### src/common/scr_pkg.sv
package scr_pkg;
   // ----------------------------------------------------------------
   // word layout
   // ----------------------------------------------------------------
   localparam int unsigned WORD_W = 24;
   localparam logic [1:0] ADDR_MAIN = 2'h0;
   localparam logic [1:0] ADDR_CTRL = 2'h1;
   localparam logic [1:0] ADDR_PUMP = 2'h2;
   localparam logic [2:0] ADDR_BW = 3'h3;
   // main word fields
   localparam int unsigned POS_DEF = 23;
   localparam int unsigned POS_BAND = 22;
   localparam int unsigned POS_LD = 21;
   localparam int unsigned POS_SPURC = 20;
   localparam int unsigned POS_PCNT = 16;
   localparam int unsigned POS_SWAL = 13;
   localparam int unsigned POS_FRAC = 2;
   // control word fields
   localparam int unsigned POS_IFSEL = 22;
   localparam int unsigned POS_REF = 21;
   localparam int unsigned POS_SPUR = 11;
   localparam int unsigned POS_PWR = 4;
   localparam int unsigned POS_RFEN = 3;
   localparam int unsigned POS_IFEN = 2;
   // pump and bandwidth fields
   localparam int unsigned POS_PUMP = 22;
   localparam int unsigned POS_BDUR = 22;
   localparam int unsigned POS_BCRIT = 20;
   localparam int unsigned POS_BEN = 19;
   localparam int unsigned POS_VCO = 3;
   // defaults: the fixed bits of each word, every field cleared
   localparam logic [23:0] RST_MAIN = 24'h000000;
   localparam logic [23:0] RST_CTRL = 24'h100141;
   localparam logic [23:0] RST_PUMP = 24'h09DA8A;
   localparam logic [23:0] RST_BW = 24'h05E8C3;
   // spur modes and prescalers
   localparam logic [1:0] SPUR_OFF = 2'h0;
   localparam logic [1:0] SPUR_TRACK = 2'h2;
   localparam logic [1:0] SPUR_ONCE = 2'h3;
   localparam logic [3:0] PRESC_HI = 4'h8;
   localparam logic [3:0] PRESC_LO = 4'h6;
   // bandwidth controller duration per code, in reference ticks
   localparam logic [7:0] BW_TICKS0 = 8'h10;
   localparam logic [7:0] BW_STEP = 8'h20;
endpackage : scr_pkg

### src/hw/scr_sync.sv
`timescale 1ns/10ps
// two-flop synchroniser for pin inputs
module scr_sync (
   input wire logic i_clk, // system clock
   input wire logic i_rst_n, // async reset, active low
   input wire logic i_d, // asynchronous input
   output logic o_q // synchronised level
);
   logic meta;
   // ------------------------------------------------------------
   // meta only feeds o_q, never other logic
   // ------------------------------------------------------------
   always_ff @(posedge i_clk or negedge i_rst_n) begin
      if (!i_rst_n) begin
         meta <= 1'b0;
         o_q <= 1'b0;
      end else begin
         meta <= i_d;
         o_q <= meta;
      end
   end
endmodule : scr_sync

### src/hw/scr_top.sv
`timescale 1ns/10ps
// serial configuration bank of the synthesizer
module scr_top #(
   parameter bit VARIANT_B = 1'b0 // 0: first variant, 1: second variant
) (
   input wire logic i_clk, // 100 MHz system clock
   input wire logic i_rst_n, // async reset, active low
   input wire logic i_ser_clk, // serial clock pin
   input wire logic i_ser_data, // serial data pin
   input wire logic i_latch_enable, // latch enable pin
   input wire logic i_chip_enable, // chip enable pin, low powers down
   input wire logic i_ref_tick, // reference tick, same domain
   input wire logic i_locked, // loop lock flag, same domain
   input wire logic i_phase_ok, // phase offset within criterion
   output logic [23:0] o_main_rf_divider_word, // main RF word
   output logic [23:0] o_synth_enable_config, // control word
   output logic [23:0] o_if_pump_current, // pump word
   output logic [23:0] o_lock_bandwidth_control, // bandwidth word
   output logic o_gps_mode, // band select resolves to GPS
   output logic [3:0] o_prescaler, // prescaler for active band
   output logic [7:0] o_n_integer, // prescaler*count+swallow
   output logic [10:0] o_fractional_numerator, // fraction
   output logic o_default_values_select, // built-in IF counters
   output logic [1:0] o_if_default_select, // IF frequency code
   output logic o_reference_select, // 0: 19.20, 1: 19.68 MHz
   output logic [1:0] o_output_power_level, // buffer level code
   output logic [1:0] o_if_pump_current_sel, // pump current code
   output logic [1:0] o_vco_dynamic_current, // VCO current code
   output logic [1:0] o_phase_offset_criterion, // criterion code
   output logic o_rf_on, // RF loop powered
   output logic o_if_on, // IF loop powered
   output logic o_spur_track, // spur compensation updating
   output logic o_bw_active // bandwidth controller acting
);
   import scr_pkg::*;

   // ------------------------------------------------------------
   // pin synchronisers
   // ------------------------------------------------------------
   logic sclk_s;
   logic sdat_s;
   logic le_s;
   logic ce_s;
   scr_sync u_sclk (.i_clk(i_clk), .i_rst_n(i_rst_n), .i_d(i_ser_clk), .o_q(sclk_s));
   scr_sync u_sdat (.i_clk(i_clk), .i_rst_n(i_rst_n), .i_d(i_ser_data), .o_q(sdat_s));
   scr_sync u_le (.i_clk(i_clk), .i_rst_n(i_rst_n), .i_d(i_latch_enable), .o_q(le_s));
   scr_sync u_ce (.i_clk(i_clk), .i_rst_n(i_rst_n), .i_d(i_chip_enable), .o_q(ce_s));

   // ------------------------------------------------------------
   // edge detection on synchronised pins
   // ------------------------------------------------------------
   logic sclk_d;
   logic le_d;
   always_ff @(posedge i_clk or negedge i_rst_n) begin
      if (!i_rst_n) begin
         sclk_d <= 1'b0;
         le_d <= 1'b0;
      end else begin
         sclk_d <= sclk_s;
         le_d <= le_s;
      end
   end
   logic sclk_rise;
   logic le_rise;
   assign sclk_rise = sclk_s & ~sclk_d;
   assign le_rise = le_s & ~le_d;

   // ------------------------------------------------------------
   // shift register, msb first; data and clock share delay
   // ------------------------------------------------------------
   logic [23:0] shreg;
   always_ff @(posedge i_clk or negedge i_rst_n) begin
      if (!i_rst_n) begin
         shreg <= 24'h000000;
      end else if (sclk_rise && !le_s) begin
         shreg <= {shreg[22:0], sdat_s};
      end
   end

   // ------------------------------------------------------------
   // address decode; 3-bit and 2-bit codes compared in parallel, no priority
   // ------------------------------------------------------------
   logic hit_main;
   logic hit_ctrl;
   logic hit_pump;
   logic hit_bw;
   assign hit_bw = le_rise && (shreg[2:0] == ADDR_BW);
   assign hit_main = le_rise && (shreg[1:0] == ADDR_MAIN);
   assign hit_ctrl = le_rise && (shreg[1:0] == ADDR_CTRL);
   assign hit_pump = le_rise && (shreg[1:0] == ADDR_PUMP);

   // ------------------------------------------------------------
   // word registers, loaded on latch enable rise
   // ------------------------------------------------------------
   logic [23:0] main_rf_divider_word;
   logic [23:0] synth_enable_config;
   logic [23:0] if_pump_current;
   logic [23:0] lock_bandwidth_control;
   always_ff @(posedge i_clk or negedge i_rst_n) begin
      if (!i_rst_n) begin
         main_rf_divider_word <= RST_MAIN;
      end else if (hit_main) begin
         main_rf_divider_word <= shreg;
      end
   end
   always_ff @(posedge i_clk or negedge i_rst_n) begin
      if (!i_rst_n) begin
         synth_enable_config <= RST_CTRL;
      end else if (hit_ctrl) begin
         synth_enable_config <= shreg;
      end
   end
   always_ff @(posedge i_clk or negedge i_rst_n) begin
      if (!i_rst_n) begin
         if_pump_current <= RST_PUMP;
      end else if (hit_pump) begin
         if_pump_current <= shreg;
      end
   end
   // other words ending in 11 (longer addresses) are ignored here
   always_ff @(posedge i_clk or negedge i_rst_n) begin
      if (!i_rst_n) begin
         lock_bandwidth_control <= RST_BW;
      end else if (hit_bw) begin
         lock_bandwidth_control <= shreg;
      end
   end

   // ------------------------------------------------------------
   // field extraction
   // ------------------------------------------------------------
   logic band_select;
   logic [3:0] rf_programmable_count;
   logic [2:0] rf_swallow_count;
   logic [1:0] spur_reduction_mode;
   logic [1:0] bandwidth_duration;
   logic bandwidth_ctrl_enable;
   assign band_select = main_rf_divider_word[POS_BAND];
   assign rf_programmable_count = main_rf_divider_word[POS_PCNT +: 4];
   assign rf_swallow_count = main_rf_divider_word[POS_SWAL +: 3];
   assign spur_reduction_mode = synth_enable_config[POS_SPUR +: 2];
   assign bandwidth_duration = lock_bandwidth_control[POS_BDUR +: 2];
   assign bandwidth_ctrl_enable = lock_bandwidth_control[POS_BEN];

   // ------------------------------------------------------------
   // band and prescaler resolution per variant
   // ------------------------------------------------------------
   logic gps;
   logic [3:0] presc;
   assign gps = VARIANT_B ? band_select : ~band_select;
   assign presc = (gps ^ VARIANT_B) ? PRESC_LO : PRESC_HI;

   // ------------------------------------------------------------
   // registered divider outputs; ranges are the host's duty
   // ------------------------------------------------------------
   always_ff @(posedge i_clk or negedge i_rst_n) begin
      if (!i_rst_n) begin
         o_gps_mode <= 1'b0;
         o_prescaler <= 4'h0;
         o_n_integer <= 8'h00;
         o_fractional_numerator <= 11'h000;
      end else begin
         o_gps_mode <= gps;
         o_prescaler <= presc;
         o_n_integer <= 8'(presc) * 8'(rf_programmable_count) + 8'(rf_swallow_count);
         o_fractional_numerator <= main_rf_divider_word[POS_FRAC +: 11];
      end
   end

   // ------------------------------------------------------------
   // field outputs and power; chip enable overrides bits
   // ------------------------------------------------------------
   always_ff @(posedge i_clk or negedge i_rst_n) begin
      if (!i_rst_n) begin
         o_default_values_select <= 1'b0;
         o_if_default_select <= 2'h0;
         o_reference_select <= 1'b0;
         o_output_power_level <= 2'h0;
         o_if_pump_current_sel <= 2'h0;
         o_vco_dynamic_current <= 2'h0;
         o_phase_offset_criterion <= 2'h0;
         o_rf_on <= 1'b0;
         o_if_on <= 1'b0;
      end else begin
         o_default_values_select <= main_rf_divider_word[POS_DEF];
         o_if_default_select <= synth_enable_config[POS_IFSEL +: 2];
         o_reference_select <= synth_enable_config[POS_REF];
         o_output_power_level <= synth_enable_config[POS_PWR +: 2];
         o_if_pump_current_sel <= if_pump_current[POS_PUMP +: 2];
         o_vco_dynamic_current <= lock_bandwidth_control[POS_VCO +: 2];
         o_phase_offset_criterion <= lock_bandwidth_control[POS_BCRIT +: 2];
         o_rf_on <= ce_s & synth_enable_config[POS_RFEN];
         o_if_on <= ce_s & synth_enable_config[POS_IFEN];
      end
   end

   // ------------------------------------------------------------
   // spur compensation: one-time mode freezes after lock entry
   // ------------------------------------------------------------
   logic lock_d;
   logic frozen;
   always_ff @(posedge i_clk or negedge i_rst_n) begin
      if (!i_rst_n) begin
         lock_d <= 1'b0;
         frozen <= 1'b0;
      end else begin
         lock_d <= i_locked;
         if (spur_reduction_mode != SPUR_ONCE || !o_rf_on) begin
            frozen <= 1'b0;
         end else if (i_locked && !lock_d) begin
            frozen <= 1'b1;
         end
      end
   end
   // mode 01 is unused and treated as off
   always_ff @(posedge i_clk or negedge i_rst_n) begin
      if (!i_rst_n) begin
         o_spur_track <= 1'b0;
      end else begin
         case (spur_reduction_mode)
            SPUR_TRACK: o_spur_track <= o_rf_on;
            SPUR_ONCE: o_spur_track <= o_rf_on & ~frozen;
            default: o_spur_track <= 1'b0;
         endcase
      end
   end

   // ------------------------------------------------------------
   // bandwidth controller state machine
   // ------------------------------------------------------------
   typedef enum logic [1:0] {
      BW_IDLE = 2'b00,
      BW_RUN = 2'b01,
      BW_DONE = 2'b10
   } scr_bw_t;
   scr_bw_t bw_state;
   logic [7:0] bw_cnt;
   logic [7:0] bw_limit;
   // longer duration code gives a longer run; a trade for a simple table
   assign bw_limit = BW_TICKS0 + 8'(bandwidth_duration) * BW_STEP;
   always_ff @(posedge i_clk or negedge i_rst_n) begin
      if (!i_rst_n) begin
         bw_state <= BW_IDLE;
         bw_cnt <= 8'h00;
      end else begin
         case (bw_state)
            BW_IDLE: begin
               bw_cnt <= 8'h00;
               if (bandwidth_ctrl_enable && o_rf_on && !i_locked) begin
                  bw_state <= BW_RUN;
               end
            end
            BW_RUN: begin
               if (!bandwidth_ctrl_enable || !o_rf_on) begin
                  bw_state <= BW_IDLE;
               end else if (i_phase_ok || bw_cnt >= bw_limit) begin
                  bw_state <= BW_DONE;
               end else if (i_ref_tick) begin
                  bw_cnt <= bw_cnt + 8'h01;
               end
            end
            BW_DONE: begin
               if (!bandwidth_ctrl_enable || !o_rf_on || hit_main) begin
                  bw_state <= BW_IDLE;
               end
            end
            default: bw_state <= BW_IDLE;
         endcase
      end
   end
   assign o_bw_active = (bw_state == BW_RUN);

   // ------------------------------------------------------------
   // word outputs
   // ------------------------------------------------------------
   assign o_main_rf_divider_word = main_rf_divider_word;
   assign o_synth_enable_config = synth_enable_config;
   assign o_if_pump_current = if_pump_current;
   assign o_lock_bandwidth_control = lock_bandwidth_control;
endmodule : scr_top

### config.mk
export PLATFORM = sky130hd
export DESIGN_NAME = scr_top
export DESIGN_NICKNAME = d
export VERILOG_FILES = /design/src/common/scr_pkg.sv /design/src/hw/scr_sync.sv /design/src/hw/scr_top.sv
export SDC_FILE = /design/constraint.sdc
export NUM_CORES = 1
export LEC_CHECK = 0
export ABC_AREA = 0
export BUFFER_PORTS_ARGS = -buffer_cell sky130_fd_sc_hd__buf_4
export CAP_MARGIN = 20
export CORE_ASPECT_RATIO = 1.4
export CORE_MARGIN = 2
export CORE_UTILIZATION = 54
export DETAILED_ROUTE_END_ITERATION = 12
export PLACE_DENSITY_LB_ADDON = 0.2
export SLEW_MARGIN = 20
export SYNTH_ARGS = -nofsm -noshare
export SYNTH_HDL_FRONTEND = slang
export SYNTH_HIERARCHICAL = 1
export SYNTH_SLANG_ARGS = --single-unit
### constraint.sdc
create_clock -name i_clk -period 3.3 [get_ports i_clk]
set_clock_uncertainty 0.1 [all_clocks]
set_input_delay 0.66 -clock i_clk [delete_from_list [all_inputs] [get_ports i_clk]]
set_output_delay 0.66 -clock i_clk [all_outputs]
set_load 0.1 [all_outputs]
# After elaboration in Yosys (flattened, before gate mapping)
# Index checks and enable logic that the tools add are counted.
[totals]
register_bits = 181
output_inout_bits = 136
word_cells = 97
[classes]
add_sub_neg = 3
multipliers = 1
order_cmp = 1
n_eq_ne = 14
mux = 13
bitwise_logic = 9
reduce_logical = 23
[op_table]
columns = ["op", "count"]
rows = [
  ["$mux 8", 3],
  ["$pmux 8 s2", 1],
  ["$ne 2x2->1 const B", 6],
  ["$add 5x7->8 const A", 1],
  ["$add 8x1->8 const B", 1],
  ["$add 8x3->8", 1],
  ["$eq 2x2->1 const B", 4],
  ["$ge 8x8->1", 1],
  ["$logic_and 1x1->1", 8],
  ["$mul 4x4->8", 1],
  ["$mux 2", 4],
  ["$pmux 2 s3", 1],
  ["$and 1x1->1", 5],
  ["$logic_not 1->1", 5],
  ["$eq 2x1->1 const B", 2],
  ["$logic_not 2->1", 2],
  ["$logic_or 1x1->1", 4],
  ["$mux 4", 1],
  ["$not 1->1", 4],
  ["$reduce_and 4->1", 1],
  ["$reduce_bool 2->1", 2],
  ["$eq 3x2->1 const B", 1],
  ["$ne 3x1->1 const B", 1],
  ["$reduce_and 3->1", 1],
  ["2 further kinds", 3],
]

# Depth between registers and ports, before layout
# Gate-level depths: netlist of run 1.
[logic_depth]
ltp_word = 6
ltp_mapped = 11
mapped_depth_nobuf = 11

# By module
# The synthesis of run 1 kept the hierarchy.
[by_module_without_submodules]
columns = ["module", "n_inst", "cells_per_inst", "area_each_um2", "seq_area_each_um2"]
rows = [
  ["scr_top", 1, 435, 6616.3, 4284.1],
  ["scr_sync", 4, 2, 50.0, 50.0],
]

# Worst setup path before layout of run 1
# Ideal clock, no wire load.
[synth_path]
path_type = "reg2reg"
startpoint = "reg main_rf_divider_word[22], in the netlist o_main_rf_divider_word[22]"
endpoint = "reg o_n_integer[7]"
setup_time_ns = 0.128
t_arrival_ns = 2.979
setup_slack_ns = 0.093
stages_incl_launch_ff = 12
path_buffers = 1
synth_period_minus_slack_ns = 3.207
path_cell_list = "dfrtp_1 clkbuf_1 nor2_1 ha_1 a31o_2 ha_1 ha_1 ha_1 nand2_1 o211ai_1 a21oi_1 xor2_1"
[synth_between]
elab_chain_cells = 3
[synth_lines]
columns = ["item", "line_no", "source"]
rows = [
  ["start: declaration", "scr_top.sv:95", "logic [23:0] main_rf_divider_word;"],
  ["start signal: assignment", "scr_top.sv:103", "main_rf_divider_word <= shreg;"],
  ["$mux 4", "scr_top.sv:151", "assign presc = (gps ^ VARIANT_B) ? PRESC_LO : PRESC_HI;"],
  ["$mul 4x4->8", "scr_top.sv:165", "o_n_integer <= 8'(presc) * 8'(rf_programmable_count) + 8'(rf_swallow_count);"],
  ["$add 8x3->8", "scr_top.sv:165", ""],
  ["end signal: assignment", "scr_top.sv:165", ""],
  ["end: declaration", "scr_top.sv:21", "output logic [7:0] o_n_integer,"],
]
# Every way passes these cells.
# A chain may end at the register's enable or synchronous reset.

# Worst setup path in the final report of run 1
# Same ends and word-level chain as after synthesis.

==> out/results.txt, run 1 <==
status: completed
Peak VDD IR: 0.00115 V
crit path kind: flip-flop to flip-flop
placed standard-cell area: 0.00807 mm^2
Seq/Total Area, Yosys: 0.658
WL/cell: 18.1 um
Worst setup EP type: flip-flop
Vias per Instance: 5.32
setup TNS: 0 ps
leakage: 4.55 nW
Critical Path Max Stage Delay: 480 ps
antenna violations before repair: 0
DR pass1 iterations: 4
crit-path cells: and2_1 > ha_1 > a31o_2 > ha_1 > ha_1 > ha_1 > nand2_1 > o211ai_1 > a21oi_1 > xor2_1
clk buf depth: 2
Hold Buf Count CTS: 0
die height: 137 um
Synth area leader: dfrtp_1
htree depth: 4
critical path endpoint: o_n_integer[7]
first-pass GRT wire length: 22.1 mm
Final period util: 0.826
DP Wirelength: 9.48 mm
Ports: 145
Cell variety after synth: 46
Worst setup startpoint: o_main_rf_divider_word[22]
Max Freq: 0.367 GHz
CTS tree: built
remaining antenna violation count: 0
Slew Limit Fails: 0
CTS sink count: 178
yosys warns: 6
routed wire length: 13.8 mm
reg2reg setup slack: 570 ps
gr usage total: 0.213
Synthesized Nets: 473
worst slew pin tran: 812 ps
ys flop type: dfrtp_1
Finished Cell Area: 0.00870 mm^2
Chip Width: 99.0 um
initial DRC count: 133
root buffer cell: clkbuf_16
worst hold slack: 118 ps
Post-synth EDFFs: 0
total CTS buffers: 17
CORE AREA: 0.0123 mm^2
Pwr Density: 794 mW/mm^2
Ant. Diodes: 0
die area: 0.0136 mm^2
synthesized flop and latch total: 178
reg-to-reg endpoint: o_n_integer[7]
CP bufs+invs: 0
Worst-Skew Late Latency: 420 ps
Setup-failing EPs final: 0
Crit path max-delay family: adder cells
CP arrival: 2960 ps
share of flip-flops with an asynchronous set or reset: 1.00
WP data required: 3530 ps
vias in the first global route: 4285
top cells by area, synth: dfrtp_1, mux2_2, dfstp_2, ha_1, nor2b_1
share of layout cells above drive strength 1: 0.539
Initial Util: 0.554
post-CTS sizing: 0
Crit Path Max Fanout: 11
placer congestion estimate: 0.758
Hold Crit Class: input pin to asynchronous set/reset pin
Row Count: 48
largest net degree at the start of global routing: 68
Hold Vio Cnt, Final: 0
Period minus WS final: 2730 ps
cell mode on critical path: ha_1
via count: 4044
CTS clock-pin slew for the worst setup and hold paths: 70 ps
Synth top area share: 0.565
Area growth syn-to-layout: 27.7%
CP max-delay cell: dfrtp_1
# DRC: 0
IO buf count: 143
Slew HR: 0.459
Nets: 627
R2R depth: 10
FF-to-FF Start: o_main_rf_divider_word[22]
synthesized instance count: 443
critical path startpoint category: flip-flop
Max-cap violations: 0
Post-Syn Area per Cell: 15.4 um^2
post-CTS setup buffers: 0
global route overflow: 0
RSZ-0062 raised after global routing: false
Critical Path Stages: 10
cell area after synthesis: 0.00682 mm^2
## cell usage in the layout (no fill, tap or decap), types with 5 or more instances in the layout
master and instances:
clkbuf_16 17, buf_4 151, nor2_1 7, and2_1 5
nand2_1 16, ha_1 19, dfrtp_1 154, dfstp_2 24
mux2_2 109, a21oi_1 8, nand3_1 6, inv_1 15
nor2b_1 10
## state kept, by name (all words and copies together) (netlist names), 2 cells and up
name	count
bw_cnt	8
bw_state	2
o_fractional_numerator	11
o_if_default_select	2
o_if_pump_current	24
o_if_pump_current_sel	2
o_lock_bandwidth_control	24
o_main_rf_divider_word	24
o_n_integer	8
o_output_power_level	2
o_phase_offset_criterion	2
o_prescaler	2
o_synth_enable_config	24
o_vco_dynamic_current	2
shreg	24
## cell usage after synthesis (3+ instances only)
master	instances
dfrtp_1	154
mux2_2	109
dfstp_2	24
ha_1	19
nand2_1	16
inv_1	15
nor2b_1	10
a21oi_1	8
buf_2	7
nor2_1	7
nand3_1	6
and2_1	5
buf_4	5
clkbuf_1	4
o21ai_0	4
or2_2	4
xnor2_1	4
and3_1	3
o211ai_1	3
## through the flow
step                      worst slack [ps]  utilization  cells  total power (W)
after detailed placement               587        0.655    728          0.00481
after global placement                 670        0.655    728          0.00478
final                                  574        0.707    760          0.00691
after floorplan                       93.3            -    443          0.00432
after CTS                              555        0.707    760          0.00696
after global routing                   424        0.707    760          0.00713
## worst min path at each step
stage	depth (start not counted)	to	from	slack, ps
2_1_floorplan	0	u_ce/o_q	u_ce/meta	230
3_3_place_gp	0	u_ce/o_q	u_ce/meta	240
3_5_place_dp	0	u_ce/o_q	u_ce/meta	240
4_1_cts	1	o_main_rf_divider_word[1]	i_rst_n	150
5_1_grt	1	o_prescaler[2]	i_rst_n	160
6_report	1	o_main_rf_divider_word[1]	i_rst_n	120
## per-layer routing
metal / global-route usage / share of wire / vias up
met5: 0 / 0 / -
met3: 0.0674 / 0.060 / 21
met2: 0.368 / 0.53 / 107
met4: 0.0594 / 0.012 / 0
met1: 0.257 / 0.40 / 2069
li1: - / - / 1847
## cell families after synthesis
| group | count (synthesis) | share of synthesized area |
|---|---|---|
| XOR/XNOR | 6 | 0.00771 |
| adder cells (fa/ha/maj) | 21 | 0.0407 |
| buffers and inverters | 33 | 0.0244 |
| multiplexers | 109 | 0.180 |
| AND/OR/NAND/NOR | 67 | 0.0600 |
| other | 2 | 0.00110 |
| AO/OA/AOI/OAI | 27 | 0.0281 |
| flip-flops | 178 | 0.658 |
## worst reg2reg max path, stage by stage, from the launching register on
cell	delay (ps)
dfrtp_1	480
and2_1	200
ha_1	200
a31o_2	220
ha_1	270
ha_1	300
ha_1	350
nand2_1	90
o211ai_1	80
a21oi_1	180
xor2_1	170
## where the power goes
part	switching (W)	internal [W]
sequential	0.000201	0.00245
combinational	0.00168	0.000435
clock	0.000833	0.00131
## layout make-up
cell class	instances	area, um^2
fillers	833	3610
multi-input cells	232	2170
well taps	150	188
clock buffers	20	447
clock inverters	12	193
flip-flops and latches	178	4480
repair buffers	153	1160
inverters	15	56.3
Power figures use the tool's default switching activity.
==> run 2: changes to the inputs <==
Settings changed: ABC_AREA 0 to 1, CORE_UTILIZATION 54 to 55.
Clock period 3.3 ns to 2.6 ns, I/O delays scaled along.
==> out/results.txt, run 2 <==
status: complete, but fails checks
violated checks: negative setup slack
CP bufs+invs: 4 (+4)
WL/cell: 15.6 um (-14%)
placer congestion estimate: 0.831 (+9.6%)
Hold Crit Class: input pin to flip-flop
Setup-failing EPs final: 3 (+3)
Initial Util: 0.557 (+0.00305)
root buffer cell: clkbuf_16
remaining antenna violation count: 0 (unchanged)
worst slew pin tran: 617 ps (-194 ps)
R2R depth: 15 (+5)
IO buf count: 143 (unchanged)
Cell variety after synth: 37 (-20%)
# DRC: 0 (unchanged)
most numerous cell in the Yosys netlist: nand2_1
hold endpoint: u_sclk/meta
Slew HR: 0.588 (+0.130)
Hold Vio Cnt, Final: 0 (unchanged)
ys flop type: dfrtp_1
largest net degree at the start of global routing: 55 (-19%)
antenna violations before repair: 0 (unchanged)
Synth area leader: dfrtp_1
Nets: 827 (+32%)
DR pass1 iterations: 4 (unchanged)
CORE AREA: 0.0128 mm^2 (+3.6%)
CP max-delay cell: dfrtp_4
synthesized instance count: 646 (+46%)
vias in the first global route: 5071 (+18%)
Hold Startpoint: i_ser_clk
Area growth syn-to-layout: 26.7%
Critical Path Max Stage Delay: 520 ps (+40 ps)
Seq/Total Area, Yosys: 0.632 (-0.0262)
cell mode on critical path: inv_2
global route overflow: 0 (unchanged)
gr usage total: 0.230 (+0.0177)
reg2reg setup slack: -140 ps (-720 ps)
critical path startpoint category: flip-flop
htree depth: 4 (unchanged)
FF-to-FF Start: o_main_rf_divider_word[22]
Final period util: 1.05 (+0.229)
Vias per Instance: 5.14 (-3.4%)
CTS clock-pin slew for the worst setup and hold paths: 70 ps (about the same)
final setup margin: -143 ps (-717 ps)
Pwr Density: 868 mW/mm^2 (+9.4%)
WP data required: 2820 ps (-710 ps)
leakage: 4.47 nW (-1.8%)
Synth top area share: 0.543 (-0.0225)
total CTS buffers: 17 (unchanged)
CP arrival: 2960 ps (about the same)
Post-Syn Area per Cell: 11.0 um^2 (-29%)
die height: 138 um (+1.1%)
most frequent cells in the layout: nand2_1, buf_4, dfrtp_1, inv_1, o21ai_2
Chip Width: 100 um (+1.1%)
Design Power: 0.00781 W (+13%)
yosys warns: 6 (unchanged)
die area: 0.0138 mm^2 (+2.2%)
Crit Path Max Fanout: 4 (-7)
share of layout cells above drive strength 1: 0.373 (-0.167)
top cells by area, synth: dfrtp_1, nand2_1, dfstp_2, o21ai_2, inv_1
CTS tree: built
Worst-Skew Late Latency: 420 ps (about the same)
Max Freq: 0.365 GHz (-0.61%)
via count: 4950 (+22%)
commonest non-fill, non-tap cell in the layout: nand2_1
routed wire length: 15.0 mm (+8.9%)
RSZ-0062 raised after global routing: true
first-pass GRT wire length: 25.1 mm (+13%)
Peak VDD IR: 0.000632 V (-45%)
Crit path max-delay family: adder cells
Post-synth EDFFs: 0 (unchanged)
Row Count: 49 (+2.1%)
Worst Hold Depth: 1
Synth top cells by count: nand2_1, dfrtp_1, inv_1, o21ai_2, o21ai_1
initial DRC count: 280 (+110%)
DP Wirelength: 10.4 mm (+10%)
clk buf depth: 2 (unchanged)
share of flip-flops with an asynchronous set or reset: 1.00 (unchanged)
Period minus WS final: 2740 ps (+16.7 ps)
cell area after synthesis: 0.00710 mm^2 (+4.1%)
CTS sink count: 178 (unchanged)
Worst setup EP type: flip-flop
Ant. Diodes: 0 (unchanged)
Ports: 145 (unchanged)
synthesized flop and latch total: 178 (unchanged)
Synthesized Nets: 676 (+43%)
DP Cell Count: 927 (+27%)
crit-path cells: inv_4 > nand2_4 > xnor2_2 > ha_2 > o21bai_4 > ha_2 > inv_2 > fa_1 > inv_2 > ha_4 > nand2_2 > inv_2 > nand4_1 > nand4_1 > nand2_1
fin cells: 963 (+27%)
crit path kind: flip-flop to flip-flop
reg-to-reg endpoint: o_n_integer[7]
Slew Limit Fails: 0 (unchanged)
Max-cap violations: 0 (unchanged)
[run 2: cell types whose count changed after synthesis, sizes merged, moves of 4 or more]
cell,change
nand3,+16
nand2,+155
nor2b,-10
mux2,-109
nand4,+5
inv,+53
o211ai,-4
o21ai,+109
nor2,+15
buf,+8
[run 2: metrics by stage]
step           utilization  instance area (um^2)  hold WS (ps)  TNS (ps)  setup WS, ps
6_report             0.705                  8990           100      -193          -143
5_1_grt              0.705                  8990          81.0      -567          -296
4_1_cts              0.701                  8940          85.2      -151          -151
3_5_place_dp         0.653                  8320           236      -194          -150
3_3_place_gp         0.653                  8320           234         0          2.12
2_1_floorplan            -                  7190           124     -4.21         -4.21
[run 2: how the worst max path moves through the flow]
stage | slack (ps) | to | from | cells past startpoint
3_3_place_gp | 2 | o_n_integer[7] | o_main_rf_divider_word[22] | 16
5_1_grt | -300 | o_n_integer[7] | o_main_rf_divider_word[22] | 15
3_5_place_dp | -150 | o_n_integer[7] | o_main_rf_divider_word[22] | 14
6_report | -140 | o_n_integer[7] | o_main_rf_divider_word[22] | 15
4_1_cts | -150 | o_n_integer[7] | o_main_rf_divider_word[22] | 15
2_1_floorplan | -4 | o_n_integer[5] | o_main_rf_divider_word[22] | 11
[run 2: cell type report]
cell class	instances	area (um^2)
clock inverter	15	164
clock buffer	17	425
multi-input combinational	376	2240
sequential	178	4500
fill	951	3760
tap	153	191
timing repair buffer	156	1210
inverter	68	263
[run 2: power by group]
part           switching, W  leakage [nW]  total [W]  internal (W)
clock network       0.00121         0.290    0.00251       0.00130
logic               0.00177          1.84    0.00213      0.000357
registers          0.000150          2.34    0.00317       0.00302
[run 2: cells by family after synthesis]
group	Yosys count	synth area share
xor gates and xnor gates	4	0.00494
DFF	178	0.632
adders and majority gates	21	0.0391
buffers and inverters	92	0.0698
AOI/OAI and AO/OA	121	0.114
other	2	0.00106
and+or+nand+nor	228	0.140
[run 2: what timing repair did]
action	CTS	global route
resized for setup	3	10
hold buffers	1	0
gates cloned	0	0
setup endpoints to repair	2	3
buffers inserted	1	2
pin swaps	1	8
endpoints found under the hold margin	43	0
[run 2: routing by layer]
| layer | track usage | share of wire |
|---|---|---|
| met1 | 0.281 | 0.40 |
| met2 | 0.402 | 0.54 |
| met3 | 0.0475 | 0.042 |
| met4 | 0.0844 | 0.024 |
| met5 | 0 | 0 |
[run 2: worst reg2reg max path: stages (launching register included)]
cell and delay (ps):
dfrtp_4 520, inv_4 80, nand2_4 50, xnor2_2 150, ha_2 190, o21bai_4 110, ha_2 190, inv_2 40
fa_1 490, inv_2 50, ha_4 280, nand2_2 50, inv_2 50, nand4_1 110, nand4_1 130, nand2_1 50
